===== config.mk =====
export PLATFORM = sky130hd
export DESIGN_NAME = asq_adc_sequencer
export DESIGN_NICKNAME = d
export VERILOG_FILES = /design/src/common/asq_pkg.sv /design/src/core/asq_adc_sequencer.sv
export SDC_FILE = /design/constraint.sdc
export NUM_CORES = 1
export LEC_CHECK = 0
export ABC_AREA = 1
export BUFFER_PORTS_ARGS = -buffer_cell sky130_fd_sc_hd__buf_2
export CORE_AREA = 5 5 125 127
export CTS_BUF_LIST = sky130_fd_sc_hd__clkbuf_16
export DETAILED_ROUTE_END_ITERATION = 10
export DIE_AREA = 0 0 130 132
export PLACE_DENSITY_LB_ADDON = 0.08
export SYNTH_ARGS = -nofsm -noshare
export SYNTH_HDL_FRONTEND = slang
export SYNTH_SLANG_ARGS = --single-unit

===== constraint.sdc =====
create_clock -name clk -period 4.83 [get_ports clk]
set_input_delay 0.966 -clock clk [delete_from_list [all_inputs] [get_ports clk]]
set_output_delay 0.966 -clock clk [all_outputs]
set_load 0.01 [all_outputs]

===== src/common/asq_pkg.sv =====
package asq_pkg;

    // ****************************************************************
    // Register map (byte addresses on the AXI4-Lite bus)
    // ****************************************************************
    localparam logic [7:0] ASQ_OFS_MODE = 8'h00;
    localparam logic [7:0] ASQ_OFS_RESULT = 8'h04;
    localparam logic [7:0] ASQ_OFS_TRIG = 8'h08;
    localparam logic [7:0] ASQ_OFS_IRQ_STATUS = 8'h0C;
    localparam logic [7:0] ASQ_OFS_IRQ_MASK = 8'h10;
    localparam logic [7:0] ASQ_OFS_STATE = 8'h14;

    // ****************************************************************
    // Mode register field positions
    // ****************************************************************
    localparam int ASQ_MODE_START_BIT = 0;
    localparam int ASQ_MODE_HWSTART_BIT = 1;
    localparam int ASQ_MODE_SCAN_BIT = 2;
    localparam int ASQ_MODE_HOLD_BIT = 3;
    localparam int ASQ_MODE_CH_LSB = 4;
    localparam int ASQ_CH_W = 4;

    // ****************************************************************
    // Sizes and reset values
    // ****************************************************************
    localparam int ASQ_CHANNELS = 12;
    localparam int ASQ_RES_W = 8;
    localparam logic [3:0] ASQ_LAST_CH = 4'hB;
    localparam logic [7:0] ASQ_MODE_RESET = 8'h00;
    localparam logic [1:0] ASQ_TRIG_RESET = 2'h0;
    localparam logic [7:0] ASQ_RESULT_RESET = 8'h00;

    // ****************************************************************
    // Conversion timing
    // ****************************************************************
    localparam int ASQ_CLK_HZ = 20000000;
    localparam int ASQ_CONV_NS = 10000;
    localparam int ASQ_CONV_CYC = (ASQ_CONV_NS * (ASQ_CLK_HZ / 1000000)) / 1000;
    // The frame holds a sample phase and eight equal bit steps.
    localparam int ASQ_STEP_CYC = ASQ_CONV_CYC / (ASQ_RES_W + 1);
    localparam int ASQ_SAMPLE_CYC = ASQ_CONV_CYC - (ASQ_RES_W * ASQ_STEP_CYC);
    localparam int ASQ_CNT_W = 8;

    // ****************************************************************
    // Types
    // ****************************************************************
    typedef enum logic [1:0] {
        ASQ_TRG_HEAD_ONE,
        ASQ_TRG_HEAD_TWO,
        ASQ_TRG_FRAME_THREE,
        ASQ_TRG_INTERVAL
    } asq_trig_sel_t;

    typedef enum logic [1:0] {
        ASQ_IDLE,
        ASQ_SAMPLE,
        ASQ_CONVERT,
        ASQ_HOLDOFF
    } asq_state_t;

    typedef struct packed {
        logic [3:0] channel;
        logic holdOff;
        logic scan;
        logic hwStart;
        logic start;
    } asq_mode_t;

    // Timer coincidence pulses from the timer units outside the block.
    typedef struct packed {
        logic intervalTimerCompare;
        logic frameTimerCompareThree;
        logic headTimerCompareTwo;
        logic headTimerCompareOne;
    } asq_trig_t;

endpackage : asq_pkg


===== src/core/asq_adc_sequencer.sv =====
// Summary of operation
// - Mux selects one of twelve inputs
// - Eight-bit result held until next overwrite
// - Successive approximation, 10 us per channel
// - Hardware trigger starts conversion without software
// - Software start bit begins conversion
// - Scan mode converts inputs in sequence
// - Select mode repeats one chosen input
// - Result transfer raises completion interrupt
// - Hold-off waits until result is read
// - Trigger chosen from four timer coincidences
// - Maskable completion interrupt with control register
module asq_adc_sequencer (
    input wire logic clk,
    input wire logic rst_b,
    // AXI4-Lite slave.
    input wire logic [7:0] s_axi_awaddr,
    input wire logic s_axi_awvalid,
    output logic s_axi_awready,
    input wire logic [31:0] s_axi_wdata,
    input wire logic [3:0] s_axi_wstrb,
    input wire logic s_axi_wvalid,
    output logic s_axi_wready,
    output logic [1:0] s_axi_bresp,
    output logic s_axi_bvalid,
    input wire logic s_axi_bready,
    input wire logic [7:0] s_axi_araddr,
    input wire logic s_axi_arvalid,
    output logic s_axi_arready,
    output logic [31:0] s_axi_rdata,
    output logic [1:0] s_axi_rresp,
    output logic s_axi_rvalid,
    input wire logic s_axi_rready,
    // Timer trigger pulses, same clock domain.
    input wire asq_pkg::asq_trig_t timerTrig,
    // Analog side: channel select, sample strobe, DAC code, comparator.
    output logic [3:0] muxChannel,
    output logic sampleHold,
    output logic [7:0] dacCode,
    input wire logic compHigh,
    output logic conversionDoneIrq
);
    import asq_pkg::*;

    // ****************************************************************
    // State
    // ****************************************************************
    // All state lives in one struct so the next-value copy and the register stay in step.
    typedef struct packed {
        logic awReady;
        logic wReady;
        logic [7:0] awAddr;
        logic [31:0] wData;
        logic [3:0] wStrb;
        logic haveAw;
        logic haveW;
        logic bValid;
        logic [1:0] bResp;
        logic arReady;
        logic rValid;
        logic [1:0] rResp;
        logic [31:0] rData;
        asq_mode_t mode;
        asq_trig_sel_t trigSel;
        logic [7:0] result;
        logic resultUnread;
        logic irqStatus;
        logic irqMask;
        asq_state_t state;
        logic [3:0] channel;
        logic [7:0] sar;
        logic [2:0] bitIdx;
        logic [ASQ_CNT_W-1:0] cnt;
        logic compSync1;
        logic compSync2;
        logic irqOut;
        logic sampleOut;
        logic [7:0] dacOut;
    } asq_core_t;

    asq_core_t q;
    asq_core_t next_q;

    // Sample phase and per-bit timing inside the 10 us frame.
    // With eight bit steps the sample phase takes what the frame has left.
    localparam logic [ASQ_CNT_W-1:0] SAMPLE_CNT = ASQ_CNT_W'(ASQ_SAMPLE_CYC - 1);
    localparam logic [ASQ_CNT_W-1:0] STEP_CNT = ASQ_CNT_W'(ASQ_STEP_CYC - 1);

    logic trigHit;
    logic wrFire;
    logic rdFire;
    logic resultRead;
    logic startReq;
    logic [31:0] rdMux;
    logic [7:0] trial;
    logic modeWr;
    logic [3:0] selCh;

    // ****************************************************************
    // Trigger selection
    // ****************************************************************
    // Triggers are one-cycle pulses from timer units on this clock.
    // Only the selected coincidence may start a conversion.
    // The mux is pure decode; no trigger is stored, so a late one is lost.
    // Trigger source select.
    always_comb begin
        unique case (q.trigSel)
            ASQ_TRG_HEAD_ONE: trigHit = timerTrig.headTimerCompareOne;
            ASQ_TRG_HEAD_TWO: trigHit = timerTrig.headTimerCompareTwo;
            ASQ_TRG_FRAME_THREE: trigHit = timerTrig.frameTimerCompareThree;
            ASQ_TRG_INTERVAL: trigHit = timerTrig.intervalTimerCompare;
        endcase
    end

    // ****************************************************************
    // Register read path
    // ****************************************************************
    // The address is decoded straight off the bus, so data is ready when taken.
    // Read mux; unmapped addresses read zero with SLVERR.
    always_comb begin
        rdMux = 32'h0000_0000;
        unique case (s_axi_araddr)
            ASQ_OFS_MODE: rdMux = {24'h000000, q.mode};
            ASQ_OFS_RESULT: rdMux = {24'h000000, q.result};
            ASQ_OFS_TRIG: rdMux = {30'h0, q.trigSel};
            ASQ_OFS_IRQ_STATUS: rdMux = {31'h0, q.irqStatus};
            ASQ_OFS_IRQ_MASK: rdMux = {31'h0, q.irqMask};
            ASQ_OFS_STATE: rdMux = {22'h0, q.resultUnread, q.channel, 2'b00, q.state, 1'b0};
            default: rdMux = 32'h0000_0000;
        endcase
    end

    // ****************************************************************
    // Handshake strobes
    // ****************************************************************
    // A write fires once both halves are held and no response is waiting.
    assign wrFire = q.haveAw && q.haveW && !q.bValid;
    assign rdFire = s_axi_arvalid && q.arReady;
    assign resultRead = rdFire && (s_axi_araddr == ASQ_OFS_RESULT);
    assign trial = q.sar | (8'h80 >> q.bitIdx);
    // Clamp the programmed input so the mux never leaves the twelve inputs.
    assign selCh = (q.mode.channel > ASQ_LAST_CH) ? ASQ_LAST_CH : q.mode.channel;
    // A mode write landing as a scan ends keeps the start bit it writes.
    assign modeWr = wrFire && q.wStrb[0] && (q.awAddr == ASQ_OFS_MODE);

    // ****************************************************************
    // Next-state logic
    // ****************************************************************
    always_comb begin
        next_q = q;
        startReq = 1'b0;
        // The comparator is asynchronous and passes two flops before use.
        next_q.compSync1 = compHigh;
        next_q.compSync2 = q.compSync1;

        // Write address and data are taken independently, in either order.
        // awready and wready stay low while a half is held or a response waits.
        if (s_axi_awvalid && q.awReady) begin
            next_q.awAddr = s_axi_awaddr;
            next_q.haveAw = 1'b1;
        end
        if (s_axi_wvalid && q.wReady) begin
            next_q.wData = s_axi_wdata;
            next_q.wStrb = s_axi_wstrb;
            next_q.haveW = 1'b1;
        end
        next_q.awReady = !next_q.haveAw && !q.bValid;
        next_q.wReady = !next_q.haveW && !q.bValid;

        if (wrFire) begin
            next_q.haveAw = 1'b0;
            next_q.haveW = 1'b0;
            next_q.bValid = 1'b1;
            next_q.bResp = 2'b00;
            // Writes with the low byte lane off are answered but change nothing.
            if (q.wStrb[0]) begin
                unique case (q.awAddr)
                    ASQ_OFS_MODE: next_q.mode = asq_mode_t'(q.wData[7:0]);
                    ASQ_OFS_TRIG: next_q.trigSel = asq_trig_sel_t'(q.wData[1:0]);
                    ASQ_OFS_IRQ_STATUS: next_q.irqStatus = q.irqStatus & ~q.wData[0];
                    ASQ_OFS_IRQ_MASK: next_q.irqMask = q.wData[0];
                    ASQ_OFS_RESULT, ASQ_OFS_STATE: next_q.bResp = 2'b00;
                    default: next_q.bResp = 2'b10;
                endcase
            end
        end else if (q.bValid && s_axi_bready) begin
            next_q.bValid = 1'b0;
            next_q.awReady = !q.haveAw;
            next_q.wReady = !q.haveW;
        end

        // Read channel; data is registered, so the answer comes one cycle later.
        // Reads beyond the map or off a word boundary answer with a slave error.
        if (rdFire) begin
            next_q.arReady = 1'b0;
            next_q.rValid = 1'b1;
            next_q.rData = rdMux;
            next_q.rResp = (s_axi_araddr > ASQ_OFS_STATE || s_axi_araddr[1:0] != 2'b00)
                ? 2'b10 : 2'b00;
        end else if (q.rValid && s_axi_rready) begin
            next_q.rValid = 1'b0;
            next_q.arReady = 1'b1;
        end
        // Reading the result frees the hold-off.
        if (resultRead) begin
            next_q.resultUnread = 1'b0;
        end

        // Conversion sequencer.
        unique case (q.state)
            ASQ_IDLE: begin
                if (q.mode.hwStart && trigHit) begin
                    startReq = 1'b1;
                end
                // A start bit left set keeps a select-mode loop going.
                // Software start bit.
                if (!q.mode.hwStart && q.mode.start) begin
                    startReq = 1'b1;
                end
                if (startReq) begin
                    next_q.state = ASQ_SAMPLE;
                    // Channel from mode settings.
                    // Scan opens at the first input; select takes the clamped one.
                    next_q.channel = q.mode.scan ? 4'h0 : selCh;
                    next_q.cnt = SAMPLE_CNT;
                end
            end
            ASQ_SAMPLE: begin
                // The mux settles on the channel before the first trial code goes out.
                // Sample phase first.
                if (q.cnt == '0) begin
                    next_q.state = ASQ_CONVERT;
                    next_q.sar = 8'h00;
                    next_q.bitIdx = 3'h0;
                    next_q.cnt = STEP_CNT;
                end else begin
                    next_q.cnt = q.cnt - ASQ_CNT_W'(1);
                end
            end
            ASQ_CONVERT: begin
                // The synchronised comparator lags two cycles; each step outlasts it.
                // A kept bit stays set in the approximation register.
                // One bit per step, MSB first.
                if (q.cnt != '0) begin
                    next_q.cnt = q.cnt - ASQ_CNT_W'(1);
                end else begin
                    next_q.sar = q.compSync2 ? trial : q.sar;
                    next_q.cnt = STEP_CNT;
                    next_q.bitIdx = q.bitIdx + 3'h1;
                    if (q.bitIdx == 3'h7) begin
                        next_q.result = q.compSync2 ? trial : q.sar;
                        next_q.resultUnread = 1'b1;
                        next_q.irqStatus = 1'b1;
                        next_q.state = ASQ_HOLDOFF;
                    end
                end
            end
            ASQ_HOLDOFF: begin
                // Wait for the read in hold-off mode.
                if (!(q.mode.holdOff && q.resultUnread)) begin
                    // In hardware select mode each trigger buys one conversion.
                    // Triggers are not restarts here.
                    if (q.mode.hwStart && !q.mode.scan) begin
                        next_q.state = ASQ_IDLE;
                    end else if (!q.mode.start && !q.mode.hwStart) begin
                        next_q.state = ASQ_IDLE;
                    end else if (q.mode.scan) begin
                        if (q.channel == q.mode.channel || q.channel == ASQ_LAST_CH) begin
                            next_q.state = ASQ_IDLE;
                            // A software write in the same cycle wins over this clear.
                            if (!q.mode.hwStart && !modeWr) begin
                                next_q.mode.start = 1'b0;
                            end
                        end else begin
                            next_q.channel = q.channel + 4'h1;
                            next_q.state = ASQ_SAMPLE;
                            next_q.cnt = SAMPLE_CNT;
                        end
                    end else begin
                        next_q.channel = selCh;
                        next_q.state = ASQ_SAMPLE;
                        next_q.cnt = SAMPLE_CNT;
                    end
                end
            end
        endcase

        // A completion and a clear in one cycle: the set is written last and wins.
        // Masked level interrupt.
        next_q.irqOut = next_q.irqStatus && next_q.irqMask;

        // Analog strobes come from flops so the pins never glitch on decode.
        next_q.sampleOut = (next_q.state == ASQ_SAMPLE);
        next_q.dacOut = (next_q.state == ASQ_CONVERT)
            ? (next_q.sar | (8'h80 >> next_q.bitIdx)) : next_q.sar;
    end

    // ****************************************************************
    // State register
    // ****************************************************************
    // Reset parks the bus ready and the sequencer idle.
    // Reset is synchronous; it is sampled like any other input.
    always_ff @(posedge clk) begin
        if (!rst_b) begin
            q <= '0;
            q.awReady <= 1'b1;
            q.wReady <= 1'b1;
            q.arReady <= 1'b1;
            q.mode <= asq_mode_t'(ASQ_MODE_RESET);
            q.trigSel <= asq_trig_sel_t'(ASQ_TRIG_RESET);
            q.result <= ASQ_RESULT_RESET;
            q.state <= ASQ_IDLE;
        end else begin
            q <= next_q;
        end
    end

    // ****************************************************************
    // Outputs
    // ****************************************************************
    // Every output comes from a flop of the state struct.
    // Outputs straight from the state register.
    assign s_axi_awready = q.awReady;
    assign s_axi_wready = q.wReady;
    assign s_axi_bresp = q.bResp;
    assign s_axi_bvalid = q.bValid;
    assign s_axi_arready = q.arReady;
    assign s_axi_rdata = q.rData;
    assign s_axi_rresp = q.rResp;
    assign s_axi_rvalid = q.rValid;
    assign muxChannel = q.channel;
    assign sampleHold = q.sampleOut;
    assign dacCode = q.dacOut;
    assign conversionDoneIrq = q.irqOut;

endmodule : asq_adc_sequencer


==> results of run 1 <==
[cells in the mapped netlist (all sizes together)]
master	instances
a2111oi	1
a211oi	3
a21boi	2
a21oi	54
a31o	1
a31oi	5
and2	1
buf	54
clkbuf	14
conb	1
dfxtp	94
ha	13
inv	83
nand2	148
nand3	52
nand4	9
nor2	89
nor3	7
o2111ai	4
o211ai	6
o21ai	56
o21bai	4
o22ai	1
o31ai	1
or2	2
xnor2	2
[per-layer routing]
layer,share of wire,vias up,GRT usage
met5,0,-,0
met4,0.019,0,0.0543
met3,0.048,17,0.0288
met2,0.46,97,0.235
met1,0.47,1940,0.187
li1,-,2291,-
[critical path, cell delays in order]
cell and delay [ns]:
buf_2 0.09, nor2_1 0.09, nand2_1 0.09, nor2_1 0.59, nand2_1 0.34, inv_1 0.14, nand2_1 0.05, o21ai_0 0.07
o21ai_0 0.12, a21oi_1 0.16
[registers in the layout, summed over array words and instances, names as in the netlist]
| signal | flops |
|---|---|
| q | 62 |
| s_axi_rdata | 10 |
| dacCode | 8 |
| muxChannel | 4 |
| conversionDoneIrq | 1 |
| next_q | 1 |
| s_axi_arready | 1 |
| s_axi_awready | 1 |
| s_axi_bresp | 1 |
| s_axi_bvalid | 1 |
| s_axi_rresp | 1 |
| s_axi_rvalid | 1 |
| s_axi_wready | 1 |
| sampleHold | 1 |
[metrics by stage]
stage / cells / worst slack (ns)
after floorplan: 730 / 2.84
after global placement: 914 / 2.04
after detailed placement: 914 / 1.99
after CTS: 930 / 2.36
after global routing: 930 / 2.13
final: 930 / 2.37
[power groups by stage]
stage / Clock, mW / Sequential, mW / Combinational [mW]
final: 0.823 / 0.855 / 0.525
after global routing: 0.877 / 0.859 / 0.597
after CTS: 0.844 / 0.856 / 0.530
after detailed placement: 0 / 0.873 / 0.528
after global placement: 0 / 0.872 / 0.519
after floorplan: 0 / 0.866 / 0.409
[cell families (layout without fill, tap and decap cells)]
logic type / Yosys count / count (layout) / share of synthesized area
adders and majority gates: 13 / 13 / 0.0330
and+or+nand+nor: 308 / 308 / 0.268
AOI/OAI and AO/OA: 138 / 138 / 0.157
other: 1 / 24 / 0.000761
xor gates and xnor gates: 2 / 2 / 0.00356
DFF: 94 / 94 / 0.382
buffers and inverters: 151 / 167 / 0.155
[final timing paths]
path | startpoint | to | slack, ns | depth (start not counted)
max | s_axi_araddr[7] | s_axi_rdata[1] | 2.37 | 10
min | next_q[10] | q[10] | 0.42 | 2
max reg2reg | q[12] | dacCode[7] | 2.53 | 14
min reg2reg | next_q[10] | q[10] | 0.42 | 2
[area by class of cell]
type / count / area (um^2)
clock buffer: 9 / 225
sequential: 94 / 1880
clock inverter: 7 / 120
tap: 184 / 230
timing repair buffer: 68 / 343
multi-input combinational: 485 / 2370
inverter: 83 / 312
fill: 1555 / 8830
==> results.txt, run 1 <==
status - completed
Die Y-Extent - 132 um
synth top area cells - dfxtp_1 38%, nand2_1 11%, buf_4 7.5%
CTS Sinks - 94
crit path launch type - input port
Post-DP Area - 0.00513 mm^2
crit path capture type - register
Slew Limit Headroom - 0.277
switch share - 0.324
internal power - 1.49 mW
commonest cells after routing, fill and taps aside - 146 x nand2_1, 94 x dfxtp_1, 86 x nor2_1, 82 x inv_1, 67 x buf_2
clock share of power - 0.374
average wire per standard cell - 13.1 um
Power, Total - 2.20 mW
gp weighted congestion - 0.854
final wirelength - 12.2 mm
Initial Util - 0.344
die width - 130 um
PostCTS Resize Cnt - 0
Clock Latency Late Sink - 0.35 ns
worst vdd rail ir drop - 0.161 mV
hold_buf cts - 0
Mapped Avg Cell Area - 6.97 um^2
Final #Nets - 818
Worst EP required - 5.09 ns
drt drc - 0
H-Tree Depth - 3
Root Driver - clkbuf_16
routed vias/inst - 4.67
Detailed Routing Iterations Pass 1 - 4
Leak Pwr - 2.57 nW
MaxCap Viol Count - 0
setup bufs post-CTS - 0
minimum clock period - 2.46 ns
Reg power frac - 0.388
via count - 4345
Hold Crit Class - register to register
final clock skew - 0.00670 ns
setup_tns - 0 ns
largest area contributor in the netlist - dfxtp_1
Worst-path clk slew - 0.07 ns
layout cells sized above 1 - 0.133
final setup violation count - 0
post-synth top area share - 0.382
worst slew pin tran - 1.08 ns
first-pass GRT wire length - 19.9 mm
sequential share of the synthesized area - 0.382
initial antenna violation count - 0
largest net degree at the start of global routing - 52
DP HPWL - 9.10 mm
PD cells - 402 mW/mm^2
Synth cell types - 39
Crit Path Category - input port to register
Final Util - 0.383
num rows - 44
TritonCTS clock tree - done
CP Max Fanout - 13
Cells after Synth - 707
total congestion overflow - 0
power share of the combinational group - 0.238
ANT cells - 0
PortBufs - 67
area grow syn2layout - 11.3%
crit path DAT - 2.73 ns
Max Slew Vio Count - 0
CTS Buf Count - 9
Fmax achieved - 406 MHz
ANT nets after route - 0
buffer depth of the longest clock path - 2
number of global-route vias before repair - 3991
GRT Total Usage - 0.144
initial drt markers - 216
Yosys reg bits - 94
RSZ-0062 raised after global routing - false
worst hold margin - 0.421 ns
die area - 0.0172 mm^2
final worst path period share - 0.510
io pins - 119
commonest non-fill, non-tap cell in the layout - nand2_1
Sw Pwr - 0.713 mW
Hold Fails Final Rpt - 0
post-route cell area - 0.00548 mm^2
Ys Warns - 0
core area - 0.0143 mm^2
Netlist Area Pre-Place - 0.00493 mm^2
(Power assumes the default switching activity.)
==> inputs of run 2 (changes only) <==
==> constraint.sdc (replaced) <==
create_clock -name clk -period 2.52 [get_ports clk]
set_input_delay 0.504 -clock clk [delete_from_list [all_inputs] [get_ports clk]]
set_output_delay 0.504 -clock clk [all_outputs]
set_load 0.01 [all_outputs]
==> run 2 against run 1 <==
  * Core utilization fell by 0.19 points
  * Clock skew rose by 0.00065 ns
  * First-iteration DRC count rose by 3.7%
  * Critical path type is now register to register
  * Wire length rose by 0.68%
  * Register-to-register slack got worse by 2.2 ns
  * Sequential share of layout area rose by 0.17 points
==> results.txt, run 2 (same netlist as run 1, synthesis figures left out) <==
via count - 4367 (+0.51%)
worst vdd rail ir drop - 0.360 mV (+120%)
reg2reg start - q[12]
initial drt markers - 224 (+3.7%)
Worst Hold End - next_q[10]
worst slew pin tran - 0.556 ns (-0.527 ns)
Final #Nets - 824 (+0.73%)
final setup violation count - 0 (unchanged)
commonest cells after routing, fill and taps aside - 146 x nand2_1, 94 x dfxtp_1, 85 x nor2_1, 83 x inv_1, 67 x buf_2
ANT cells - 0 (unchanged)
Reg2Reg Depth - 14 (unchanged)
Detailed Routing Iterations Pass 1 - 4 (unchanged)
CP max stage delay - 0.32 ns (-0.27 ns)
crit path DAT - 2.42 ns (-0.31 ns)
slowest CP cell - dfxtp_1
Max Slew Vio Count - 0 (unchanged)
gp weighted congestion - 0.885 (+3.7%)
drt drc - 0 (unchanged)
crit path capture type - register
core area - 0.0143 mm^2 (unchanged)
largest register by flop count - q
final worst path period share - 0.862
Min-Delay Startpoint - compHigh
Hold Crit Class - input port to register
final clock skew - 0.00735 ns (+0.000648 ns)
max reg flops - 62 (unchanged)
H-Tree Depth - 3 (unchanged)
layout cells sized above 1 - 0.140 (+0.00692)
Crit Path Category - register to register
Slew Limit Headroom - 0.626 (+0.349)
hold_buf cts - 0 (unchanged)
DP HPWL - 9.33 mm (+2.6%)
CP Max Fanout - 6 (-7)
crit path cell chain - inv_1 > ha_2 > nand3_4 > nor2_4 > inv_2 > ha_1 > o21ai_0 > nand2_1 > o21ai_1 > inv_1 > nand3_1 > nor2_1 > nand3_1 > nand2_1
R2R setup slack - 0.35 ns (-2.18 ns)
die area - 0.0172 mm^2 (unchanged)
Worst-path clk slew - 0.07 ns (about the same)
MaxCap Viol Count - 0 (unchanged)
setup bufs post-CTS - 0 (unchanged)
setup_tns - 0 ns (unchanged)
PD cells - 716 mW/mm^2 (+78%)
average wire per standard cell - 13.1 um (about the same)
CTS Sinks - 94 (unchanged)
Buf/Inv on CP - 3 (+1)
TritonCTS clock tree - done
Initial Util - 0.344 (unchanged)
Fmax achieved - 460 MHz
CP top delay family - simple AND/OR/NAND/NOR gates
GRT Total Usage - 0.148 (+0.00438)
io pins - 119 (unchanged)
number of global-route vias before repair - 4157 (+4.2%)
minimum clock period - 2.17 ns
crit path launch type - register
Root Driver - clkbuf_16
Die Y-Extent - 132 um (unchanged)
ANT nets after route - 0 (unchanged)
routed vias/inst - 4.67 (-0.14%)
CTS Buf Count - 9 (unchanged)
area grow syn2layout - 10.7%
Hold Path Cell Cnt - 3 (+1)
die width - 130 um (unchanged)
Worst EP required - 2.77 ns (-2.32 ns)
Clock Latency Late Sink - 0.35 ns (about the same)
Leak Pwr - 2.57 nW (about the same)
status - completed
final wirelength - 12.3 mm (+0.68%)
num rows - 44 (unchanged)
total congestion overflow - 0 (unchanged)
largest net degree at the start of global routing - 31 (-40%)
first-pass GRT wire length - 20.5 mm (+3.4%)
RSZ-0062 raised after global routing - false
initial antenna violation count - 0 (unchanged)
reg2reg end - dacCode[7]
Hold Fails Final Rpt - 0 (unchanged)
PostCTS Resize Cnt - 0 (unchanged)
PortBufs - 67 (unchanged)
commonest non-fill, non-tap cell in the layout - nand2_1
Final Util - 0.381 (-0.00192)
buffer depth of the longest clock path - 2 (unchanged)
[run 2: cell types whose count changed in the layout (fill, tap and decap cells not counted), sizes merged]
cell,change
buf,+6
clkinv,+3
bufinv,-3
[run 2: final cells by class]
class                   instances  area (um^2)
inverters                      83          312
multi-input cells             485         2370
clock buffers                   9          225
fillers                      1566         8860
clock inverters                 7         42.5
well taps                     184          230
flip-flops and latches         94         1880
repair buffers                 74          388
[run 2: worst max-delay path by stage]
stage           from  depth (start not counted)  slack, ns    endpoint
2_1_floorplan  q[12]                         14       0.54  dacCode[3]
3_3_place_gp   q[35]                          9       0.28  dacCode[0]
3_5_place_dp   q[12]                         14       0.28  dacCode[7]
4_1_cts        q[12]                         14       0.27  dacCode[7]
5_1_grt        q[12]                         14       0.05  dacCode[7]
6_report       q[12]                         14       0.35  dacCode[7]
[run 2: worst register-to-register path, cell delays in order (launching register included)]
cell and delay (ns):
dfxtp_1 0.32, inv_1 0.10, ha_2 0.27, nand3_4 0.11, nor2_4 0.15, inv_2 0.07, ha_1 0.26, o21ai_0 0.16
nand2_1 0.07, o21ai_1 0.14, inv_1 0.10, nand3_1 0.11, nor2_1 0.05, nand3_1 0.09, nand2_1 0.05
[run 2: metal layers]
layer  vias up  track usage  part of all wire
met5         -            0                 0
met4         0       0.0416            0.0082
met3         6       0.0365             0.042
met2        81        0.241              0.47
met1      1985        0.196              0.48
li1       2295            -                 -
[run 2: through the flow]
step | power (mW) | hold WS, ns | cell area, um^2 | setup WS (ns) | cells
2_1_floorplan | 2.44 | 0.390 | 5010 | 0.544 | 730
3_3_place_gp | 2.67 | 0.400 | 5180 | 0.281 | 920
3_5_place_dp | 2.68 | 0.406 | 5180 | 0.283 | 920
4_1_cts | 3.95 | 0.331 | 5450 | 0.266 | 936
5_1_grt | 4.19 | 0.336 | 5450 | 0.0508 | 936
6_report | 3.91 | 0.341 | 5450 | 0.348 | 936
[run 2: power breakdown]
part	leakage, nW	switching (mW)	internal, mW
Sequential	0.764	0.0667	1.57
Clock	0.134	0.596	0.662
Combinational	1.67	0.690	0.321
==> inputs of run 3 (changes only) <==
--- a/config.mk
+++ b/config.mk
@@ -7,10 +7,13 @@
 export LEC_CHECK = 0
 export ABC_AREA = 1
 export BUFFER_PORTS_ARGS = -buffer_cell sky130_fd_sc_hd__buf_2
-export CORE_AREA = 5 5 125 127
+export CELL_PAD_IN_SITES_DETAIL_PLACEMENT = 1
+export CELL_PAD_IN_SITES_GLOBAL_PLACEMENT = 2
+export CORE_AREA = 5 5 137 139
 export CTS_BUF_LIST = sky130_fd_sc_hd__clkbuf_16
 export DETAILED_ROUTE_END_ITERATION = 10
-export DIE_AREA = 0 0 130 132
+export DIE_AREA = 0 0 142 144
+export HOLD_SLACK_MARGIN = 0.15
 export PLACE_DENSITY_LB_ADDON = 0.08
 export SYNTH_ARGS = -nofsm -noshare
 export SYNTH_HDL_FRONTEND = slang
==> run 3 against run 2 <==
  * First-iteration DRC count down 31%
  * Clock skew about the same
  * Non-clock buffer count up 1
  * Maximum frequency down 2.1%
  * Register-to-register slack worse by 0.05 ns
  * Global-route usage down 0.45 points
  * Clock-buffer cell count unchanged
  * Final cell count up 4.9%
  * Critical endpoint is now dacCode[3]
  * Largest cell class unchanged
  * Largest power group unchanged
==> results.txt, run 3 (same netlist as run 1, synthesis figures left out) <==
status - completed
placed insts - 966 (+5.0%)
Fmax achieved - 451 MHz (-2.1%)
core area - 0.0175 mm^2 (+23%)
Crit Path Category - register to register
final wirelength - 14.2 mm (+16%)
largest register by flop count - q
io pins - 119 (unchanged)
initial antenna violation count - 0 (unchanged)
crit path capture type - register
final worst path period share - 0.881 (+0.0188)
MaxCap Viol Count - 0 (unchanged)
commonest cells after routing, fill and taps aside - 146 x nand2_1, 94 x dfxtp_1, 86 x nor2_1, 82 x inv_1, 67 x buf_2
Hold Crit Class - input port to register
final setup violation count - 0 (unchanged)
R2R setup slack - 0.30 ns (-0.05 ns)
Final Util - 0.316 (-0.0649)
layout cells sized above 1 - 0.138 (-0.00151)
ANT nets after route - 0 (unchanged)
largest net degree at the start of global routing - 31 (unchanged)
first-pass GRT wire length - 23.5 mm (+14%)
worst vdd rail ir drop - 0.307 mV (-15%)
CP Max Fanout - 5 (-1)
Leak Pwr - 2.58 nW (+0.35%)
PortBufs - 67 (unchanged)
crit path launch type - register
H-Tree Depth - 3 (unchanged)
PD cells - 742 mW/mm^2 (+3.5%)
area grow syn2layout - 12.5%
drt drc - 0 (unchanged)
Post-DP Area - 0.00524 mm^2 (+1.2%)
Max Slew Vio Count - 0 (unchanged)
hold_buf cts - 0 (unchanged)
Worst EP required - 2.76 ns (about the same)
via count - 4430 (+1.4%)
num rows - 49 (+11%)
number of global-route vias before repair - 4654 (+12%)
Die Y-Extent - 144 um (+9.1%)
CP max stage delay - 0.33 ns (about the same)
slowest CP cell - dfxtp_1
gp weighted congestion - 0.780 (-12%)
minimum clock period - 2.22 ns (+0.0473 ns)
CP top delay family - simple AND/OR/NAND/NOR gates
setup bufs post-CTS - 0 (unchanged)
Buf/Inv on CP - 3 (unchanged)
Final #Nets - 825 (+0.12%)
final clock skew - 0.00721 ns (-0.000133 ns)
Power, Total - 4.11 mW (+5.2%)
ANT cells - 0 (unchanged)
worst slew pin tran - 0.552 ns (-0.00371 ns)
Hold Fails Final Rpt - 0 (unchanged)
initial drt markers - 155 (-31%)
Initial Util - 0.281 (-0.0632)
Clock Latency Late Sink - 0.35 ns (about the same)
routed vias/inst - 4.51 (-3.3%)
average wire per standard cell - 14.5 um (+10%)
PostCTS Resize Cnt - 0 (unchanged)
die width - 142 um (+9.2%)
RSZ-0062 raised after global routing - false
GRT Total Usage - 0.144 (-0.00451)
die area - 0.0204 mm^2 (+19%)
crit path DAT - 2.46 ns (+0.04 ns)
total congestion overflow - 0 (unchanged)
Slew Limit Headroom - 0.629 (+0.00249)
max reg flops - 62 (unchanged)
Worst-path clk slew - 0.07 ns (about the same)
CTS Sinks - 94 (unchanged)
setup_tns - 0 ns (unchanged)
DP HPWL - 11.0 mm (+18%)
CTS Buf Count - 9 (unchanged)
crit path cell chain - inv_1 > ha_1 > nand3_4 > nor2_4 > inv_2 > ha_1 > o21ai_0 > nand2_1 > o21ai_1 > inv_1 > nand3_1 > nor2_1 > nand3_1 > nand2_1
post-route cell area - 0.00554 mm^2 (+1.6%)
TritonCTS clock tree - done
Root Driver - clkbuf_16
fin cells - 982 (+4.9%)
buffer depth of the longest clock path - 2 (unchanged)
Detailed Routing Iterations Pass 1 - 4 (unchanged)
commonest non-fill, non-tap cell in the layout - nand2_1
run 3: changes by cell type in the layout (fill, tap and decap cells not counted), sizes merged:
cell / before / now
inv: 84 / 85
clkinvlp: 1 / 2
buf: 74 / 75
clkinv: 5 / 2
bufinv: 0 / 1
run 3: layer usage:
metal  up-vias  part of all wire  track usage
met2        59              0.48        0.246
met4         0             0.013       0.0475
met1      2062              0.48        0.184
met5         -                 0            0
met3        15             0.027       0.0258
li1       2294                 -            -
run 3: final cells by class:
class | count | area, um^2
Inverter | 83 | 312
Multi-Input combinational cell | 485 | 2370
Clock buffer | 9 | 225
Clock inverter | 7 | 72.6
Fill cell | 2277 | 12000
Sequential cell | 94 | 1880
Tap cell | 229 | 287
Timing Repair Buffer | 75 | 395
run 3: power by group:
group	internal [mW]	switching (mW)
clock	0.774	0.638
combinational	0.328	0.727
sequential	1.57	0.0730
run 3: worst paths after layout:
check	start	end	cells after the start
min	compHigh	next_q[10]	3
max reg2reg	q[12]	dacCode[3]	14
min reg2reg	next_q[10]	q[10]	2
max	q[12]	dacCode[3]	14
run 3: tightest hold or removal path, stage by stage:
cell and delay [ns]:
buf_2 0.08, nand2_1 0.04, inv_1 0.04
run 3: per-stage QoR:
| stage | hold WS, ns | setup slack, ns |
|---|---|---|
| floorplan | 0.390 | 0.544 |
| global placement | 0.404 | 0.304 |
| detailed placement | 0.433 | 0.302 |
| CTS | 0.323 | 0.283 |
| global route | 0.359 | 0.0694 |
| finish | 0.337 | 0.301 |
